## config.mk

```make
export PLATFORM = sky130hd
export DESIGN_NAME = cpt_translator
export DESIGN_NICKNAME = d
export VERILOG_FILES = /design/src/rtl/cpt_pkg.sv /design/src/rtl/cpt_translator.sv
export SDC_FILE = /design/constraint.sdc
export NUM_CORES = 1
export LEC_CHECK = 0
export BUFFER_PORTS_ARGS = -buffer_cell sky130_fd_sc_hd__buf_2
export CORE_MARGIN = 2
export CORE_UTILIZATION = 49
export CTS_BUF_LIST = sky130_fd_sc_hd__clkbuf_4
export CTS_CLUSTER_DIAMETER = 80
export CTS_CLUSTER_SIZE = 40
export DETAILED_ROUTE_END_ITERATION = 8
export MAX_ROUTING_LAYER = met4
export PLACE_DENSITY = 0.81
export SYNTH_ARGS = -nofsm -noshare
export SYNTH_HDL_FRONTEND = slang
export SYNTH_SLANG_ARGS = --single-unit
```

## constraint.sdc

```tcl
create_clock -name core_clk -period 3.5 [get_ports core_clk]
set_input_delay 1.05 -clock core_clk [delete_from_list [all_inputs] [get_ports core_clk]]
set_output_delay 1.05 -clock core_clk [all_outputs]
set_load 0.05 [all_outputs]
```

## src/rtl/cpt_pkg.sv

```systemverilog
// Constants and types for the processor-to-PCI space translator
//--------------------------------------------------------------
// Notes on behaviour
//--------------------------------------------------------------
// Notes on behaviour
// - Address 33:32 = 10 is sparse memory
// - Sparse memory: bus 29:5 to PCI 26:2
// - Holes on: lowest 16MB gives top zeros
// - Holes on: 16MB-128MB uses extension bits
// - Sparse I/O issues PCI I/O cycles
// - Sparse I/O spans 8MB
// - First 64KB I/O fixed at zero
// - Upper I/O placed by nine-bit extension
// - Address 33:28 = 111010 is sparse I/O
// - Low I/O: top zero, 20:7 to 15:2
// - High I/O: extension top, 25:19 copied
// - Dense region issues PCI memory cycles
// - Two extension bits pick dense quarter
// - Address 33:30 = 1111 is dense
// - Dense read: two phases, all enables
// - Dense read bits 4:3 from size bits
// - Dense write: eight phases, masked null
// - Dense write counts bits 4:2 upward
// - Any dense longword mask combination accepted
// - Holes off: extension picks 128MB chunk
// - Bits 1:0 zero memory, encoded I/O
// - Write size from nonzero mask pair
// - Other masks: null-mask longword write
package cpt_pkg;
  // Region decode values on system bus address bits
  localparam logic [1:0] SPM_DEC = 2'h2;
  localparam logic [5:0] SIO_DEC = 6'h3A;
  localparam logic [3:0] DNS_DEC = 4'hF;
  // PCI bus commands
  localparam logic [3:0] CMD_IO_RD  = 4'h2;
  localparam logic [3:0] CMD_IO_WR  = 4'h3;
  localparam logic [3:0] CMD_MEM_RD = 4'h6;
  localparam logic [3:0] CMD_MEM_WR = 4'h7;
  // Active-low byte enables
  localparam logic [3:0] BE_ALL  = 4'h0;
  localparam logic [3:0] BE_NONE = 4'hF;
  // Burst lengths, as last-beat index
  localparam logic [2:0] RD_LAST = 3'h1;
  localparam logic [2:0] WR_LAST = 3'h7;
  // Values after reset
  localparam logic [31:0] ADDR_RST = 32'h0;
  localparam logic [7:0]  MASK_RST = 8'h0;
  // Processor request, captured address cycle
  typedef struct packed {
    logic [31:0] addr;    // System bus address bits
    logic [7:0]  wmask;   // Processor write mask
    logic [7:0]  lwmask;  // System bus longword mask
    logic        sz_hi;   // Size bit at lane 124
    logic        sz_lo;   // Size bit at lane 92
    logic        write;   // High for writes
  } cpt_req_t;
  // One PCI data phase
  typedef struct packed {
    logic [31:0] addr;    // PCI address of this phase
    logic [3:0]  cmd;     // PCI command
    logic [3:0]  be_n;    // Byte enables, low active
    logic        last;    // Final phase of burst
  } cpt_phase_t;
endpackage

```

## src/rtl/cpt_translator.sv

```systemverilog
// Processor-to-PCI space translator: decode, address and burst build
`timescale 1ns/1ps
module cpt_translator (
  input  wire logic                core_clk,
  input  wire logic                rst_b,
  input  wire cpt_pkg::cpt_req_t   req,
  input  wire logic                req_valid,
  output logic                     req_ready,
  input  wire logic [4:0]          sparse_mem_addr_extension,
  input  wire logic [8:0]          sparse_io_addr_extension,
  input  wire logic [1:0]          dense_mem_addr_extension,
  input  wire logic                pc_holes_en,
  output cpt_pkg::cpt_phase_t      phase,
  output logic                     phase_valid,
  input  wire logic                phase_ready,
  output logic                     return_upper,
  output logic                     decode_miss
);
  import cpt_pkg::*;

  //------------------------------------------------------------
  // State
  //------------------------------------------------------------
  typedef enum logic [3:0] {
    ST_IDLE = 4'h1,  // Waiting for a request
    ST_SPR  = 4'h2,  // One sparse phase
    ST_DRD  = 4'h4,  // Dense read burst
    ST_DWR  = 4'h8   // Dense write burst
  } cpt_state_t;

  cpt_state_t  state;       // Current state
  cpt_state_t  next_state;  // Next state
  logic [31:0] cur_addr;    // Phase address
  logic [3:0]  cur_cmd;     // Phase command
  logic [3:0]  cur_be;      // Phase enables
  logic [2:0]  beat;        // Phase index
  logic [7:0]  lw_mask;     // Dense write longword valid

  //------------------------------------------------------------
  // Decode, from the address as presented
  //------------------------------------------------------------
  wire [31:0] a = req.addr;  // Short alias
  // Patterns are disjoint: 10, 111010, 1111
  wire hit_spm = a[31:30] == SPM_DEC;
  wire hit_sio = a[31:26] == SIO_DEC;
  wire hit_dns = a[31:28] == DNS_DEC;
  wire accept  = req_valid && req_ready;
  wire adv     = phase_valid && phase_ready;

  // Mask pairs that carry data
  wire [3:0] pair_nz = {|req.wmask[7:6], |req.wmask[5:4],
                        |req.wmask[3:2], |req.wmask[1:0]};
  // Exactly one pair may be set
  wire mask_ok = (pair_nz != 4'h0)
              && ((pair_nz & (pair_nz - 4'h1)) == 4'h0);
  // Pair index gives the write size code
  wire [1:0] wr_size = pair_nz[3] ? 2'h3 :
                       pair_nz[2] ? 2'h2 :
                       pair_nz[1] ? 2'h1 : 2'h0;
  wire bad_wr = req.write && !mask_ok;
  wire [1:0] size = req.write ? wr_size : {req.sz_hi, req.sz_lo};
  wire [1:0] off  = a[4:3];                 // Offset field

  //------------------------------------------------------------
  // Sparse byte enables from offset and size
  //------------------------------------------------------------
  function automatic logic [3:0] spr_be(input logic [1:0] o,
                                        input logic [1:0] s);
    logic [3:0] r;
    r = BE_ALL;
    case (s)
      2'h0: r = ~(4'h1 << o);                    // Byte
      2'h1: r = (o == 2'h0) ? 4'hC :             // Word
                (o == 2'h1) ? 4'h9 : 4'h3;
      2'h2: r = (o == 2'h0) ? 4'h8 : 4'h1;       // Tribyte
      default: r = BE_ALL;                       // Longword
    endcase
    return r;
  endfunction

  // Invalid masks send a longword with nothing enabled
  wire [3:0] spm_be = bad_wr ? BE_NONE : spr_be(off, size);
  // I/O address low bits come from offset; long forms use 00
  wire [1:0] io_lo  = (bad_wr || size == 2'h3) ? 2'h0 : off;

  //------------------------------------------------------------
  // Sparse memory address
  //------------------------------------------------------------
  // Lowest 16MB: PCI bits 26:24 clear, i.e. bus bits 29:27
  wire low16 = a[29:27] == 3'h0;
  wire [4:0] spm_top = (pc_holes_en && low16)
                     ? 5'h0
                     : sparse_mem_addr_extension;
  // Memory cycles keep bits 1:0 at zero
  wire [31:0] spm_addr = {spm_top, a[29:5], 2'h0};

  //------------------------------------------------------------
  // Sparse I/O address
  //------------------------------------------------------------
  // Bits 25:19 zero select the fixed lower 64KB
  wire io_low = a[25:19] == 7'h0;
  // Upper part: 9 + 7 + 14 bits spans 8MB per window
  wire [31:0] sio_addr = io_low
    ? {16'h0, a[18:5], io_lo}
    : {sparse_io_addr_extension, a[25:19],
       a[18:5], io_lo};

  //------------------------------------------------------------
  // Dense addresses
  //------------------------------------------------------------
  // Quarter chosen by extension; reset software loads 11
  wire [31:0] drd_addr = {dense_mem_addr_extension, a[27:3],
                          req.sz_hi, req.sz_lo, 3'h0};
  wire [31:0] dwr_addr = {dense_mem_addr_extension, a[27:3],
                          5'h0};

  //------------------------------------------------------------
  // Command selection
  //------------------------------------------------------------
  wire [3:0] spm_cmd = req.write ? CMD_MEM_WR : CMD_MEM_RD;
  wire [3:0] sio_cmd = req.write ? CMD_IO_WR : CMD_IO_RD;

  //------------------------------------------------------------
  // Next state
  //------------------------------------------------------------
  always_comb begin
    next_state = state;
    case (state)
      ST_IDLE: begin
        if (req_valid) begin
          if (hit_spm || hit_sio) begin
            next_state = ST_SPR;
          end else if (hit_dns && req.write) begin
            next_state = ST_DWR;
          end else if (hit_dns) begin
            next_state = ST_DRD;
          end
        end
      end
      ST_SPR: begin
        if (adv) begin
          next_state = ST_IDLE;
        end
      end
      ST_DRD: begin
        if (adv && beat == RD_LAST) begin
          next_state = ST_IDLE;
        end
      end
      ST_DWR: begin
        if (adv && beat == WR_LAST) begin
          next_state = ST_IDLE;
        end
      end
      default: next_state = ST_IDLE;
    endcase
  end

  //------------------------------------------------------------
  // Handshake outputs
  //------------------------------------------------------------
  // Requests are taken only between bursts, never overlapped
  assign req_ready   = state == ST_IDLE;
  assign phase_valid = state != ST_IDLE;
  assign phase.addr  = cur_addr;
  assign phase.cmd   = cur_cmd;
  assign phase.be_n  = cur_be;
  assign phase.last  = (state == ST_SPR)
                    || (state == ST_DRD && beat == RD_LAST)
                    || (state == ST_DWR && beat == WR_LAST);

  //------------------------------------------------------------
  // State register
  //------------------------------------------------------------
  always_ff @(posedge core_clk or negedge rst_b) begin
    if (!rst_b) begin
      state <= ST_IDLE;
    end else begin
      state <= next_state;
    end
  end

  //------------------------------------------------------------
  // Phase registers: loaded on accept, stepped per phase
  //------------------------------------------------------------
  always_ff @(posedge core_clk or negedge rst_b) begin
    if (!rst_b) begin
      cur_addr <= ADDR_RST;
      cur_cmd  <= CMD_MEM_RD;
      cur_be   <= BE_NONE;
      beat     <= 3'h0;
      lw_mask  <= MASK_RST;
    end else if (accept) begin
      beat    <= 3'h0;
      lw_mask <= req.lwmask;
      if (hit_spm) begin
        cur_addr <= spm_addr;
        cur_cmd  <= spm_cmd;
        cur_be   <= spm_be;
      end else if (hit_sio) begin
        cur_addr <= sio_addr;
        cur_cmd  <= sio_cmd;
        cur_be   <= spm_be;
      end else if (req.write) begin
        cur_addr <= dwr_addr;
        cur_cmd  <= CMD_MEM_WR;
        cur_be   <= req.lwmask[0] ? BE_ALL : BE_NONE;
      end else begin
        cur_addr <= drd_addr;
        cur_cmd  <= CMD_MEM_RD;
        cur_be   <= BE_ALL;
      end
    end else if (adv && !phase.last) begin
      // Write steps 4:2 through 000..111; read takes next longword
      beat          <= beat + 3'h1;
      cur_addr[4:2] <= cur_addr[4:2] + 3'h1;
      if (state == ST_DWR) begin
        cur_be <= lw_mask[beat + 3'h1] ? BE_ALL : BE_NONE;
      end
    end
  end

  //------------------------------------------------------------
  // Read return lane and miss flag
  //------------------------------------------------------------
  // Miss is a one-cycle pulse; no PCI cycle is raised for it
  always_ff @(posedge core_clk or negedge rst_b) begin
    if (!rst_b) begin
      return_upper <= 1'b0;
      decode_miss  <= 1'b0;
    end else begin
      decode_miss <= accept && !hit_spm && !hit_sio && !hit_dns;
      if (accept && hit_dns && !req.write) begin
        return_upper <= req.sz_hi;
      end
    end
  end

  //------------------------------------------------------------
  // Assertions
  //------------------------------------------------------------
  property p_excl;
    @(posedge core_clk) disable iff (!rst_b)
      (32'(hit_spm) + 32'(hit_sio) + 32'(hit_dns)) <= 1;
  endproperty
  a_excl: assert property (p_excl)
    else $error("region decodes overlap");

  // Every taken request leaves by exactly one route: a burst or a miss
  property p_route;
    @(posedge core_clk) disable iff (!rst_b)
      accept |=> phase_valid != decode_miss;
  endproperty
  a_route: assert property (p_route)
    else $error("request neither issued nor missed");

  property p_spm;
    @(posedge core_clk) disable iff (!rst_b)
      accept && hit_spm |=> phase_valid && cur_addr[1:0] == 2'h0
        && cur_cmd[3:2] == 2'h1;
  endproperty
  a_spm: assert property (p_spm)
    else $error("sparse memory cycle malformed");

  property p_hole;
    @(posedge core_clk) disable iff (!rst_b)
      accept && hit_spm && pc_holes_en && low16
        |=> cur_addr[31:27] == 5'h0;
  endproperty
  a_hole: assert property (p_hole)
    else $error("hole access not at zero");

  property p_sext;
    @(posedge core_clk) disable iff (!rst_b)
      accept && hit_spm && !(pc_holes_en && low16)
        |=> cur_addr[31:27] == $past(sparse_mem_addr_extension);
  endproperty
  a_sext: assert property (p_sext)
    else $error("sparse memory top bits wrong");

  property p_iolo;
    @(posedge core_clk) disable iff (!rst_b)
      accept && hit_sio && io_low |=> cur_addr[31:16] == 16'h0
        && cur_cmd[3:2] == 2'h0;
  endproperty
  a_iolo: assert property (p_iolo)
    else $error("low I/O not at zero");

  property p_iohi;
    @(posedge core_clk) disable iff (!rst_b)
      accept && hit_sio && !io_low
        |=> cur_addr[31:23] == $past(sparse_io_addr_extension);
  endproperty
  a_iohi: assert property (p_iohi)
    else $error("high I/O top bits wrong");

  property p_drd;
    @(posedge core_clk) disable iff (!rst_b)
      accept && hit_dns && !req.write |=> cur_be == BE_ALL
        && cur_addr[2:0] == 3'h0 && !phase.last;
  endproperty
  a_drd: assert property (p_drd)
    else $error("dense read burst malformed");

  property p_dwend;
    @(posedge core_clk) disable iff (!rst_b)
      state == ST_DWR && phase.last |-> cur_addr[4:0] == 5'h1C;
  endproperty
  a_dwend: assert property (p_dwend)
    else $error("dense write did not end at 111");

  property p_bad;
    @(posedge core_clk) disable iff (!rst_b)
      accept && hit_spm && bad_wr |=> cur_be == BE_NONE;
  endproperty
  a_bad: assert property (p_bad)
    else $error("invalid mask not nulled");

  c_dwr: cover property (@(posedge core_clk) state == ST_DWR && adv && phase.last);
  c_drd: cover property (@(posedge core_clk) state == ST_DRD && adv && phase.last);
  c_sio: cover property (@(posedge core_clk) accept && hit_sio && !io_low);
endmodule

```

Word-level counts from Yosys, hierarchy flattened
Index checks and enable logic that the tools add are counted.
{"block": "totals", "ff_bits": 57, "inputBits": 72, "output_inout_bits": 45, "wordCells": 116}
{"block": "classes", "add_sub_neg": 3, "magnitude_cmp": 1, "eq_ne": 19, "shifts": 1, "n_mux": 41, "bitwise_logic": 2, "n_reduce_logical": 40}
{"op": "$mux 32", "count": 3}
{"op": "$mux 4", "count": 19}
{"op": "$mux 3", "count": 6}
{"op": "$logic_and 1x1->1", "count": 16}
{"op": "$pmux 4 s4", "count": 1}
{"op": "$pmux 4 s3", "count": 1}
{"op": "$mux 5", "count": 2}
{"op": "$eq 4x4->1 const B", "count": 2}
{"op": "$mux 2", "count": 4}
{"op": "$ne 2x2->1 const B", "count": 4}
{"op": "$ne 4x1->1 const B", "count": 2}
{"op": "$reduce_or 2->1", "count": 4}
{"op": "$logic_not 7->1", "count": 1}
{"op": "$add 3x1->3 const B", "count": 2}
{"op": "$eq 2x2->1 const B", "count": 3}
{"op": "$eq 6x6->1 const B", "count": 1}
{"op": "$logic_not 1->1", "count": 6}
{"op": "$reduce_and 5->1", "count": 1}
{"op": "$and 4x4->4", "count": 1}
{"op": "$eq 2x1->1 const B", "count": 2}
{"op": "$eq 4x1->1 const B", "count": 1}
{"op": "$eq 4x2->1 const B", "count": 1}
{"op": "$eq 4x3->1 const B", "count": 1}
{"op": "$logic_not 2->1", "count": 2}
{"op": "other kinds (14)", "count": 21}

Depth between registers and ports, before layout
Gate-level depths: netlist of run 1.
{"block": "depth", "depth_word": 13, "ltp_mapped": 8, "mapped_depth_nobuf": 7}

Worst setup path after synthesis of run 1
No wires, ideal clock.
{"block": "synth_path", "path_kind": "register to output", "startpoint": "register state[0]", "endpoint": "output port req_ready", "t_arrival_ps": 1382, "slack_ps": 1068, "path_stages_with_launch": 4, "path_buffers": 1, "cell_sequence": "dfstp_2 or4b_1 buf_4 clkinv_2"}
{"block": "synth_between", "elab_chain_len": 1}
{"element": "start, declared", "line_no": "cpt_translator.sv:31", "rtl": "cpt_state_t state;"}
{"element": "start signal, assigned", "line_no": "cpt_translator.sv:179", "rtl": "state <= next_state;"}
{"element": "$eq 4x1->1", "line_no": "cpt_translator.sv:163", "rtl": "assign req_ready = state == ST_IDLE;"}
{"element": "end, declared", "line_no": "cpt_translator.sv:8", "rtl": "output logic req_ready,"}
Every way passes these cells.

Worst setup path in the final report of run 1
Ends and elaborated chain as after synthesis.

==> results of run 1 <==
[logic make-up (layout without fill, tap and decap cells)]
| group | Yosys count | after routing | synth area share [%] |
|---|---|---|---|
| DFF | 55 | 55 | 46.9 |
| muxes | 6 | 6 | 2.93 |
| adders and majority gates | 4 | 4 | 1.70 |
| xor gates and xnor gates | 2 | 2 | 0.594 |
| other | 2 | 2 | 0.255 |
| buffers and inverters | 26 | 131 | 4.88 |
| and+or+nand+nor | 162 | 162 | 25.0 |
| AOI/OAI and AO/OA | 78 | 78 | 17.7 |
[power by group through the flow]
| stage | Sequential, W | Combinational, W | Clock (W) |
|---|---|---|---|
| 2_1_floorplan | 0.00180 | 0.000625 | 0 |
| 3_3_place_gp | 0.00108 | 0.00170 | 0 |
| 3_5_place_dp | 0.00109 | 0.00173 | 0 |
| 4_1_cts | 0.00107 | 0.00173 | 0.000434 |
| 5_1_grt | 0.00110 | 0.00186 | 0.000458 |
| 6_report | 0.00107 | 0.00172 | 0.000426 |
[Yosys cell counts, types with 3 or more instances]
library cell  instances  area share, %
clkbuf_1              4           0.51
a211oi_1              5            1.3
nand3_1               6            1.0
a21oi_1              16            2.7
buf_2                 6            1.0
nor2b_1               5            1.1
a31oi_1              20            4.2
o211ai_1              3           0.76
nand2_1              80             10
o21ai_0              10            1.7
dfstp_2               6            5.3
ha_1                  4            1.7
a221oi_1              8            2.4
nor4_1                3           0.64
nor3_1                6            1.0
buf_6                 3            1.1
inv_1                 8            1.0
mux2i_1               3            1.0
dfrtp_1              49             42
nor2_1               42            5.3
buf_4                 4            1.0
[layout make-up]
class,count,area share (%)
timing repair buffer,114,16.0
clock buffer,5,1.04
sequential,55,38.2
tap,75,2.59
multi-input combinational,254,39.4
clock inverter,3,1.87
inverter,9,0.968
[sequential cells by signal, indices dropped and copies added, names as in the netlist]
register and flops:
lw_mask 8, return_upper 1, state 4, beat 3, cur_be 4, decode_miss 1, cur_cmd 2, cur_addr 32
[metal layers]
layer	GRT usage [%]	up-vias	routed length (µm)
li1	-	1395	-
met1	30.5	1303	3340
met2	39.8	121	3590
met3	3.96	10	532
met4	8.83	0	114
met5	-	-	0
[final timing paths]
kind                             from      endpoint  slack, ns  cells after the start
setup reg to reg             state[0]     cur_be[3]       0.97                      6
hold reg to reg            lw_mask[1]    lw_mask[1]       0.49                      2
min in group asynchronous       rst_b  cur_addr[31]       0.75                      2
max in group asynchronous       rst_b   decode_miss       2.27                      2
hold / removal             lw_mask[1]    lw_mask[1]       0.49                      2
setup / recovery             state[0]     req_ready       0.46                      3
[tightest hold or removal path: stages (launching register included)]
cell and delay [ns]:
dfrtp_1 0.37, nand2_1 0.05, nand2_1 0.05
[per-stage QoR]
stage	setup slack [ns]	cells	hold slack, ns	total power, W	cell area, µm²
floorplan	1.07	335	0.440	0.00243	2950
global placement	0.747	507	0.455	0.00278	3520
detailed placement	0.734	507	0.461	0.00282	3520
CTS	0.439	515	0.496	0.00324	3620
global route	0.404	515	0.507	0.00342	3620
finish	0.457	515	0.494	0.00322	3620
==> impl_metrics.tcl, run 1 <==
set metrics [dict create \
    status "completed" \
    internal_power_w 0.00159 \
    relSlewSlack_pct 54.5 \
    p_clk_share_pct 13.2 \
    synth-edff-count 0 \
    grt_pass1_vias 2590 \
    worstSkewPairLatency_ns 0.38 \
    critPathMaxFanout 6 \
    hp-class "flop to flop" \
    rsz0062_at_grt "false" \
    drive_gt1_share_pct 32.0 \
    route.detailed.drc 0 \
    antenna_found_initial 0 \
    fmax_mhz 329 \
    regArea_um2 1380 \
    dp_hpwl_um 5530 \
    routedWlPerCell_um 14.7 \
    switching_share_pct 50.5 \
    drt_iter0_markers 175 \
    worstSetupPathType "flop to output pin" \
    cts_made_buffers 5 \
    syn_nets 411 \
    fillers 510 \
    power_density_nw_per_um2 889 \
    final_cell_mix "buf_2, nand2_1, dfrtp_1" \
    multi_input_area_um2 1430 \
    cp_cell_sequence "or4b_1, clkinv_2, buf_2" \
    antennaDiodeCount 0 \
    cts_root_buf "clkbuf_4" \
    clock_path_buffers 2 \
    num_vias 2829 \
    async_reset_ff_share_pct 100 \
    cts_resized 0 \
    start_util_pct 50.1 \
    chipHeight_um 81.6 \
    power.combinational.fraction_pct 53.4 \
    p_seq_share_pct 33.4 \
    crit_family "flip-flops" \
    num_io_pins 117 \
    area_growth_pct 22.8 \
    vias_per_cell 5.49 \
    seq_area_frac_synth_pct 46.9 \
    clock_sinks 55 \
    critical_path_buf_inv_count 2 \
    maxCapViolations 0 \
    cts_tree "yes" \
    finalSetupViolCount 0 \
    die_x_um 81.6 \
    cts_setup_buffers 0 \
    grt_pass1_wl_um 12100 \
    critPathLaunchType "flop" \
    portBuffers 111 \
    finalMaxSlewViolations 0 \
    holdBufCountCts 0 \
    tightest_slew_ns 0.682 \
    cp-end-kind "output pin" \
    ys_types 50 \
    gp_congestion 0.918 \
    hold_viol_final 0 \
    clk_pin_slew_ns 0.15 \
    ant_nets 0 \
    critPathRequiredTime_ns 2.45 \
    worstPathArrival_ns 1.99 \
    finalCritPeriodShare_pct 86.9 \
    p_sw_w 0.00163 \
    netlist_instances 335 \
    ys.flop_type "dfrtp_1" \
    ir_drop_v 0.000549 \
    grt-ovfl-total 0 \
    row_count 28 \
    syn_area_per_cell_um2 8.80 \
    syn_area_um2 2950 \
    period_minus_slack_ns 3.04 \
    synth_seq_cells 55 \
    tns_ns 0 \
    num-nets-final 515 \
    grt_usage_pct 24.2 \
    synth-warning-count 0 \
    routed_wl_um 7570 \
    clock_skew_ns 0.0210 \
    grt_max_degree 58 \
    leakage_nw 1.78 \
    cpMaxStageDelayCell "dfstp_2" \
    firstDrtPassIters 4 \
    fin_util_pct 61.5 \
    max_stage_delay_ns 0.60 \
    htreeDepth 2 \
    final_common_cell "buf_2" \
    die_area_um2 6660 \
    coreArea_um2 5890 \
]
No activity file was read; power rests on OpenSTA's default activity.
==> run 2: changes to the inputs <==
--- a/config.mk
+++ b/config.mk
@@ -7,13 +7,13 @@
 export LEC_CHECK = 0
 export BUFFER_PORTS_ARGS = -buffer_cell sky130_fd_sc_hd__buf_2
 export CORE_MARGIN = 2
-export CORE_UTILIZATION = 49
+export CORE_UTILIZATION = 50
 export CTS_BUF_LIST = sky130_fd_sc_hd__clkbuf_4
 export CTS_CLUSTER_DIAMETER = 80
 export CTS_CLUSTER_SIZE = 40
 export DETAILED_ROUTE_END_ITERATION = 8
 export MAX_ROUTING_LAYER = met4
-export PLACE_DENSITY = 0.81
+export PLACE_DENSITY = 0.82
 export SYNTH_ARGS = -nofsm -noshare
 export SYNTH_HDL_FRONTEND = slang
 export SYNTH_SLANG_ARGS = --single-unit
==> run 2 against run 1 <==
Compared with the run above:
- sequential share of layout area hardly changed
- hold slack worse by 0.0058 ns
- critical path depth stayed put
- core utilization is 3.1 points higher
- clock skew is 0.0064 ns lower
- global-route usage is 1.4 points higher
- fmax is 1.0% lower
- die area is 1.9% lower
- final cell count is 0.39% lower
- largest power group unchanged
==> impl_metrics.tcl, run 2 (synthesis results as in run 1) <==
set metrics [dict create \
    power_density_nw_per_um2 895 \
    regMostFlops "cur_addr" \
    largest_reg_flops 32 \
    firstDrtPassIters 5 \
    period_minus_slack_ns 3.07 \
    htreeDepth 2 \
    power.combinational.fraction_pct 53.5 \
    vias_per_cell 5.72 \
    hp-class "flop to flop" \
    drt_iter0_markers 212 \
    maxUsedRoutingLayer "met4" \
    relSlewSlack_pct 53.5 \
    num_io_pins 117 \
    fmax_mhz 325 \
    maxCapViolations 0 \
    clock_skew_ns 0.0147 \
    num-nets-final 516 \
    num_vias 2936 \
    dp_slack_ns 0.755 \
    hold_viol_final 0 \
    dp_hpwl_um 5830 \
    cts_root_buf "clkbuf_4" \
    grt_max_degree 58 \
    die_area_um2 6530 \
    finalMaxSlewViolations 0 \
    grt-ovfl-total 0 \
    whs_path_depth 2 \
    finalSetupViolCount 0 \
    crit_family "flip-flops" \
    grt_pass1_vias 2757 \
    fillers 505 \
    worstPathArrival_ns 2.02 \
    worstSetupPathType "flop to output pin" \
    start_util_pct 52.6 \
    cp_cell_sequence "or4b_1, clkinv_2, buf_2" \
    antenna_found_initial 0 \
    cts_setup_buffers 0 \
    internal_power_w 0.00159 \
    grt_usage_pct 25.6 \
    grt_pass1_wl_um 12600 \
    wl_met2_um 3930 \
    rsz0062_at_grt "false" \
    switching_share_pct 50.9 \
    cp-end-kind "output pin" \
    final_common_cell "buf_2" \
    met3_length_um 569 \
    coreArea_um2 5610 \
    cpMaxStageDelayCell "dfstp_2" \
    chipHeight_um 80.8 \
    routed_wl_um 7900 \
    fin_util_pct 64.6 \
    p_clk_share_pct 13.3 \
    critPathLaunchType "flop" \
    cts_resized 0 \
    ir_drop_v 0.000530 \
    area_growth_pct 22.9 \
    row_count 27 \
    holdBufCountCts 0 \
    p_sw_w 0.00165 \
    die_x_um 80.8 \
    cts_tree "yes" \
    p_seq_share_pct 33.2 \
    routedWlPerCell_um 15.4 \
    max_stage_delay_ns 0.61 \
    gp_congestion 0.908 \
    tightest_slew_ns 0.697 \
    worst-path-stages 3 \
    cts_made_buffers 5 \
    critPathRequiredTime_ns 2.45 \
    status "completed" \
    tns_ns 0 \
    critical_path_buf_inv_count 2 \
    antennaDiodeCount 0 \
    ff2ff_path_depth 5 \
    wirelength_met1_um 3270 \
    clock_path_buffers 2 \
    setup_slack_ns 0.426 \
    finalCritPeriodShare_pct 87.8 \
    leakage_nw 1.79 \
    route.detailed.drc 0 \
    clock_sinks 55 \
    ant_nets 0 \
    drive_gt1_share_pct 32.2 \
    critPathMaxFanout 6 \
    worstSkewPairLatency_ns 0.39 \
    reg.largest.list "cur_addr (32), lw_mask (8)" \
    portBuffers 111 \
    final_cell_mix "buf_2, nand2_1, dfrtp_1" \
    clk_pin_slew_ns 0.15 \
]
==> run 2: cell types whose count changed in the layout (fill, tap and decap cells not counted), sizes merged <==
cell,before,now
buf,114,115
==> run 2: power groups by stage <==
stage,clock network [W],registers [W],logic (W)
floorplan,0,0.00180,0.000625
global placement,0,0.00108,0.00170
detailed placement,0,0.00109,0.00173
CTS,0.000441,0.00108,0.00174
global route,0.000458,0.00111,0.00186
finish,0.000431,0.00108,0.00173
==> run 2: layout make-up <==
cell class | instances | area (µm²) | area share (%)
flip-flops and latches | 55 | 1380 | 38.2
inverters | 9 | 35.0 | 0.967
repair buffers | 115 | 586 | 16.2
well taps | 72 | 90.1 | 2.49
clock inverters | 3 | 67.6 | 1.86
multi-input cells | 254 | 1430 | 39.3
clock buffers | 5 | 37.5 | 1.04
==> run 2: through the flow <==
stage / power, W / instances / area (µm²) / hold WS, ns
finish: 0.00324 / 513 / 3620 / 0.488
global route: 0.00343 / 513 / 3620 / 0.510
CTS: 0.00326 / 513 / 3620 / 0.492
floorplan: 0.00243 / 335 / 2950 / 0.440
detailed placement: 0.00283 / 505 / 3520 / 0.457
global placement: 0.00278 / 505 / 3520 / 0.455
==> run 2: per-layer routing <==
layer,track usage (%),up-vias
li1,-,1396
met1,30.7,1408
met2,43.2,117
met3,5.67,15
met4,8.14,0
met5,-,-
==> run 2: final timing paths <==
path,slack [ns],startpoint,endpoint
max reg2reg,0.99,state[0],return_upper
min in group asynchronous,0.62,rst_b,cur_addr[31]
min,0.49,lw_mask[1],lw_mask[1]
max,0.43,state[0],req_ready
max in group asynchronous,2.49,rst_b,cur_be[0]
min reg2reg,0.49,lw_mask[1],lw_mask[1]
==> run 2: worst reg2reg max path, cell delays in order (launching register included) <==
cell      delay [ns]
dfstp_2         0.61
or4b_1          0.61
clkinv_2        0.15
nand2_2         0.39
nor3_1          0.31
mux2_2          0.36
==> run 3: changes to the inputs <==
--- a/config.mk
+++ b/config.mk
@@ -5,6 +5,7 @@
 export SDC_FILE = /design/constraint.sdc
 export NUM_CORES = 1
 export LEC_CHECK = 0
+export ABC_AREA = 1
 export BUFFER_PORTS_ARGS = -buffer_cell sky130_fd_sc_hd__buf_2
 export CORE_MARGIN = 2
 export CORE_UTILIZATION = 50
@@ -13,7 +14,7 @@
 export CTS_CLUSTER_SIZE = 40
 export DETAILED_ROUTE_END_ITERATION = 8
 export MAX_ROUTING_LAYER = met4
-export PLACE_DENSITY = 0.82
+export PLACE_DENSITY = 0.81
 export SYNTH_ARGS = -nofsm -noshare
 export SYNTH_HDL_FRONTEND = slang
 export SYNTH_SLANG_ARGS = --single-unit
==> run 3 against run 2 <==
Compared with the run above:
- non-clock buffer count is 2 lower
- cell area is 4.6% higher
- global-route usage is 1.3 points lower
- core utilization is 1.4 points lower
- hold slack better by 0.0057 ns
- largest power group unchanged
- largest cell class unchanged
- highest routed layer unchanged
==> impl_metrics.tcl, run 3 <==
set metrics [dict create \
    synthTopCellsByArea "dfrtp_1, nand2_1, inv_1" \
    clock_sinks 55 \
    hold_viol_final 0 \
    rr_startpoint "state[0]" \
    reg.largest.list "cur_addr (32), lw_mask (8)" \
    start_util_pct 52.5 \
    fmax_mhz 362 \
    ff2ff_path_depth 7 \
    switching_share_pct 53.9 \
    finalMaxSlewViolations 0 \
    grt_pass1_wl_um 13500 \
    worstSkewPairLatency_ns 0.39 \
    leakage_nw 2.10 \
    cts_root_buf "clkbuf_4" \
    gp_congestion 0.866 \
    status "completed" \
    regMostFlops "cur_addr" \
    finalCritPeriodShare_pct 78.9 \
    max_stage_delay_ns 0.50 \
    crit_path_end "phase[0]" \
    r2r_setup_slack_ns 1.63 \
    drive_gt1_share_pct 27.2 \
    synth_seq_cells 55 \
    firstDrtPassIters 4 \
    cpMaxStageDelayCell "dfrtp_1" \
    critPathLaunchType "flop" \
    grt_pass1_vias 3020 \
    finalSetupViolCount 0 \
    routedWlPerCell_um 13.8 \
    clock_path_buffers 2 \
    rsz0062_at_grt "false" \
    die_x_um 83.3 \
    syn_area_per_cell_um2 7.42 \
    hp-class "flop to flop" \
    dp_hpwl_um 6130 \
    tightest_slew_ns 0.699 \
    cts_made_buffers 5 \
    synth_most_common_cell "nand2_1" \
    cts_setup_buffers 0 \
    placed_cells 596 \
    worstSetupPathType "flop to output pin" \
    maxCapViolations 0 \
    ir_drop_v 0.000541 \
    synth_common_cells "nand2_1, inv_1, dfrtp_1" \
    cts_resized 0 \
    final_cells 604 \
    num-nets-final 604 \
    power_density_nw_per_um2 885 \
    row_count 28 \
    route.detailed.drc 0 \
    p_sw_w 0.00181 \
    netlist_instances 424 \
    drt_iter0_markers 164 \
    ys_types 35 \
    internal_power_w 0.00155 \
    htreeDepth 2 \
    clock_skew_ns 0.0134 \
    die_area_um2 6940 \
    holdBufCountCts 0 \
    cts_tree "yes" \
    grt_usage_pct 24.3 \
    ant_nets 0 \
    routed_wl_um 8310 \
    syn_nets 500 \
    grt-ovfl-total 0 \
    cp_cell_sequence "ha_1, inv_1, nor2_1, nand4_1, nand3_1, buf_2" \
    final_cell_mix "nand2_1, buf_2, inv_1" \
    relSlewSlack_pct 53.4 \
    setup.worst_path.start "beat[0]" \
    yosysTopAreaCell "dfrtp_1" \
    vias_per_cell 5.30 \
    yosysTopAreaCellShare_pct 39.0 \
    syn_area_um2 3150 \
    grt_max_degree 65 \
    antenna_found_initial 0 \
    ys.flop_type "dfrtp_1" \
    period_minus_slack_ns 2.76 \
    largest_reg_flops 32 \
    worstPathArrival_ns 1.71 \
    cp-end-kind "output pin" \
    coreArea_um2 5990 \
    power.combinational.fraction_pct 56.3 \
    critPathRequiredTime_ns 2.45 \
    seq_area_frac_synth_pct 44.0 \
    final_common_cell "nand2_1" \
    num_vias 3199 \
    critPathMaxFanout 7 \
    p_clk_share_pct 11.2 \
    clk_pin_slew_ns 0.17 \
    area_growth_pct 20.5 \
    fillers 529 \
    multi_input_area_um2 1450 \
    num_io_pins 117 \
    chipHeight_um 83.3 \
    p_seq_share_pct 32.5 \
    antennaDiodeCount 0 \
    synth-warning-count 0 \
    r2r_end "return_upper" \
    portBuffers 111 \
    async_reset_ff_share_pct 100 \
    tns_ns 0 \
    synth-edff-count 0 \
    regArea_um2 1380 \
]
[run 3: logic make-up after synthesis]
group	count (synthesis)	synth area share, %
AND/OR/NAND/NOR	207	29.5
AO/OA/AOI/OAI	83	14.0
buffers and inverters	71	10.1
flip-flops	55	44.0
adder cells (fa/ha/maj)	4	1.59
other	2	0.239
XOR/XNOR	1	0.278
multiplexers	1	0.358
[run 3: critical path, delay by kind of cell, from the launching register on]
family                   cells  cell delay (ns)
buffers and inverters        2             0.31
flip-flops                   1             0.50
AND/OR/NAND/NOR              3             0.36
adder cells (fa/ha/maj)      1             0.18
[run 3: worst min-delay path by stage]
stage                          start          to  slack (ns)  cells past startpoint
final                       state[0]    state[0]        0.49                      2
after global routing        state[0]    state[0]        0.52                      2
after CTS                   state[0]    state[0]        0.49                      2
after detailed placement  lw_mask[4]  lw_mask[4]        0.46                      2
after global placement    lw_mask[4]  lw_mask[4]        0.46                      2
after floorplan           lw_mask[1]  lw_mask[1]        0.44                      2
[run 3: metal layers]
layer,wire length (µm),up-vias,part of all wire [%],global-route usage (%)
met5,0,-,0,-
met4,136,0,1.6,8.20
met3,540,16,6.5,4.37
met2,4220,116,51,41.3
met1,3410,1494,41,29.2
li1,-,1573,-,-
[run 3: layout make-up]
type	count	area share, %
inverters	55	5.58
repair buffers	113	15.0
clock buffers	5	0.990
multi-input cells	298	38.2
well taps	75	2.48
clock inverters	3	1.25
flip-flops and latches	55	36.5
[run 3: metrics by stage]
stage	utilization [%]	setup slack [ns]	hold WS (ns)	power [W]	cell area, µm²
floorplan	-	1.15	0.442	0.00255	3150
global placement	61.9	0.887	0.456	0.00294	3710
detailed placement	61.9	0.842	0.461	0.00299	3710
CTS	63.3	0.743	0.494	0.00337	3790
global route	63.3	0.604	0.523	0.00357	3790
finish	63.3	0.737	0.494	0.00336	3790
[run 3: power groups by stage]
stage / Clock [W] / Sequential [W] / Combinational (W)
2_1_floorplan: 0 / 0.00178 / 0.000764
3_3_place_gp: 0 / 0.00109 / 0.00185
3_5_place_dp: 0 / 0.00110 / 0.00189
4_1_cts: 0.000380 / 0.00109 / 0.00189
5_1_grt: 0.000403 / 0.00113 / 0.00204
6_report: 0.000374 / 0.00109 / 0.00189
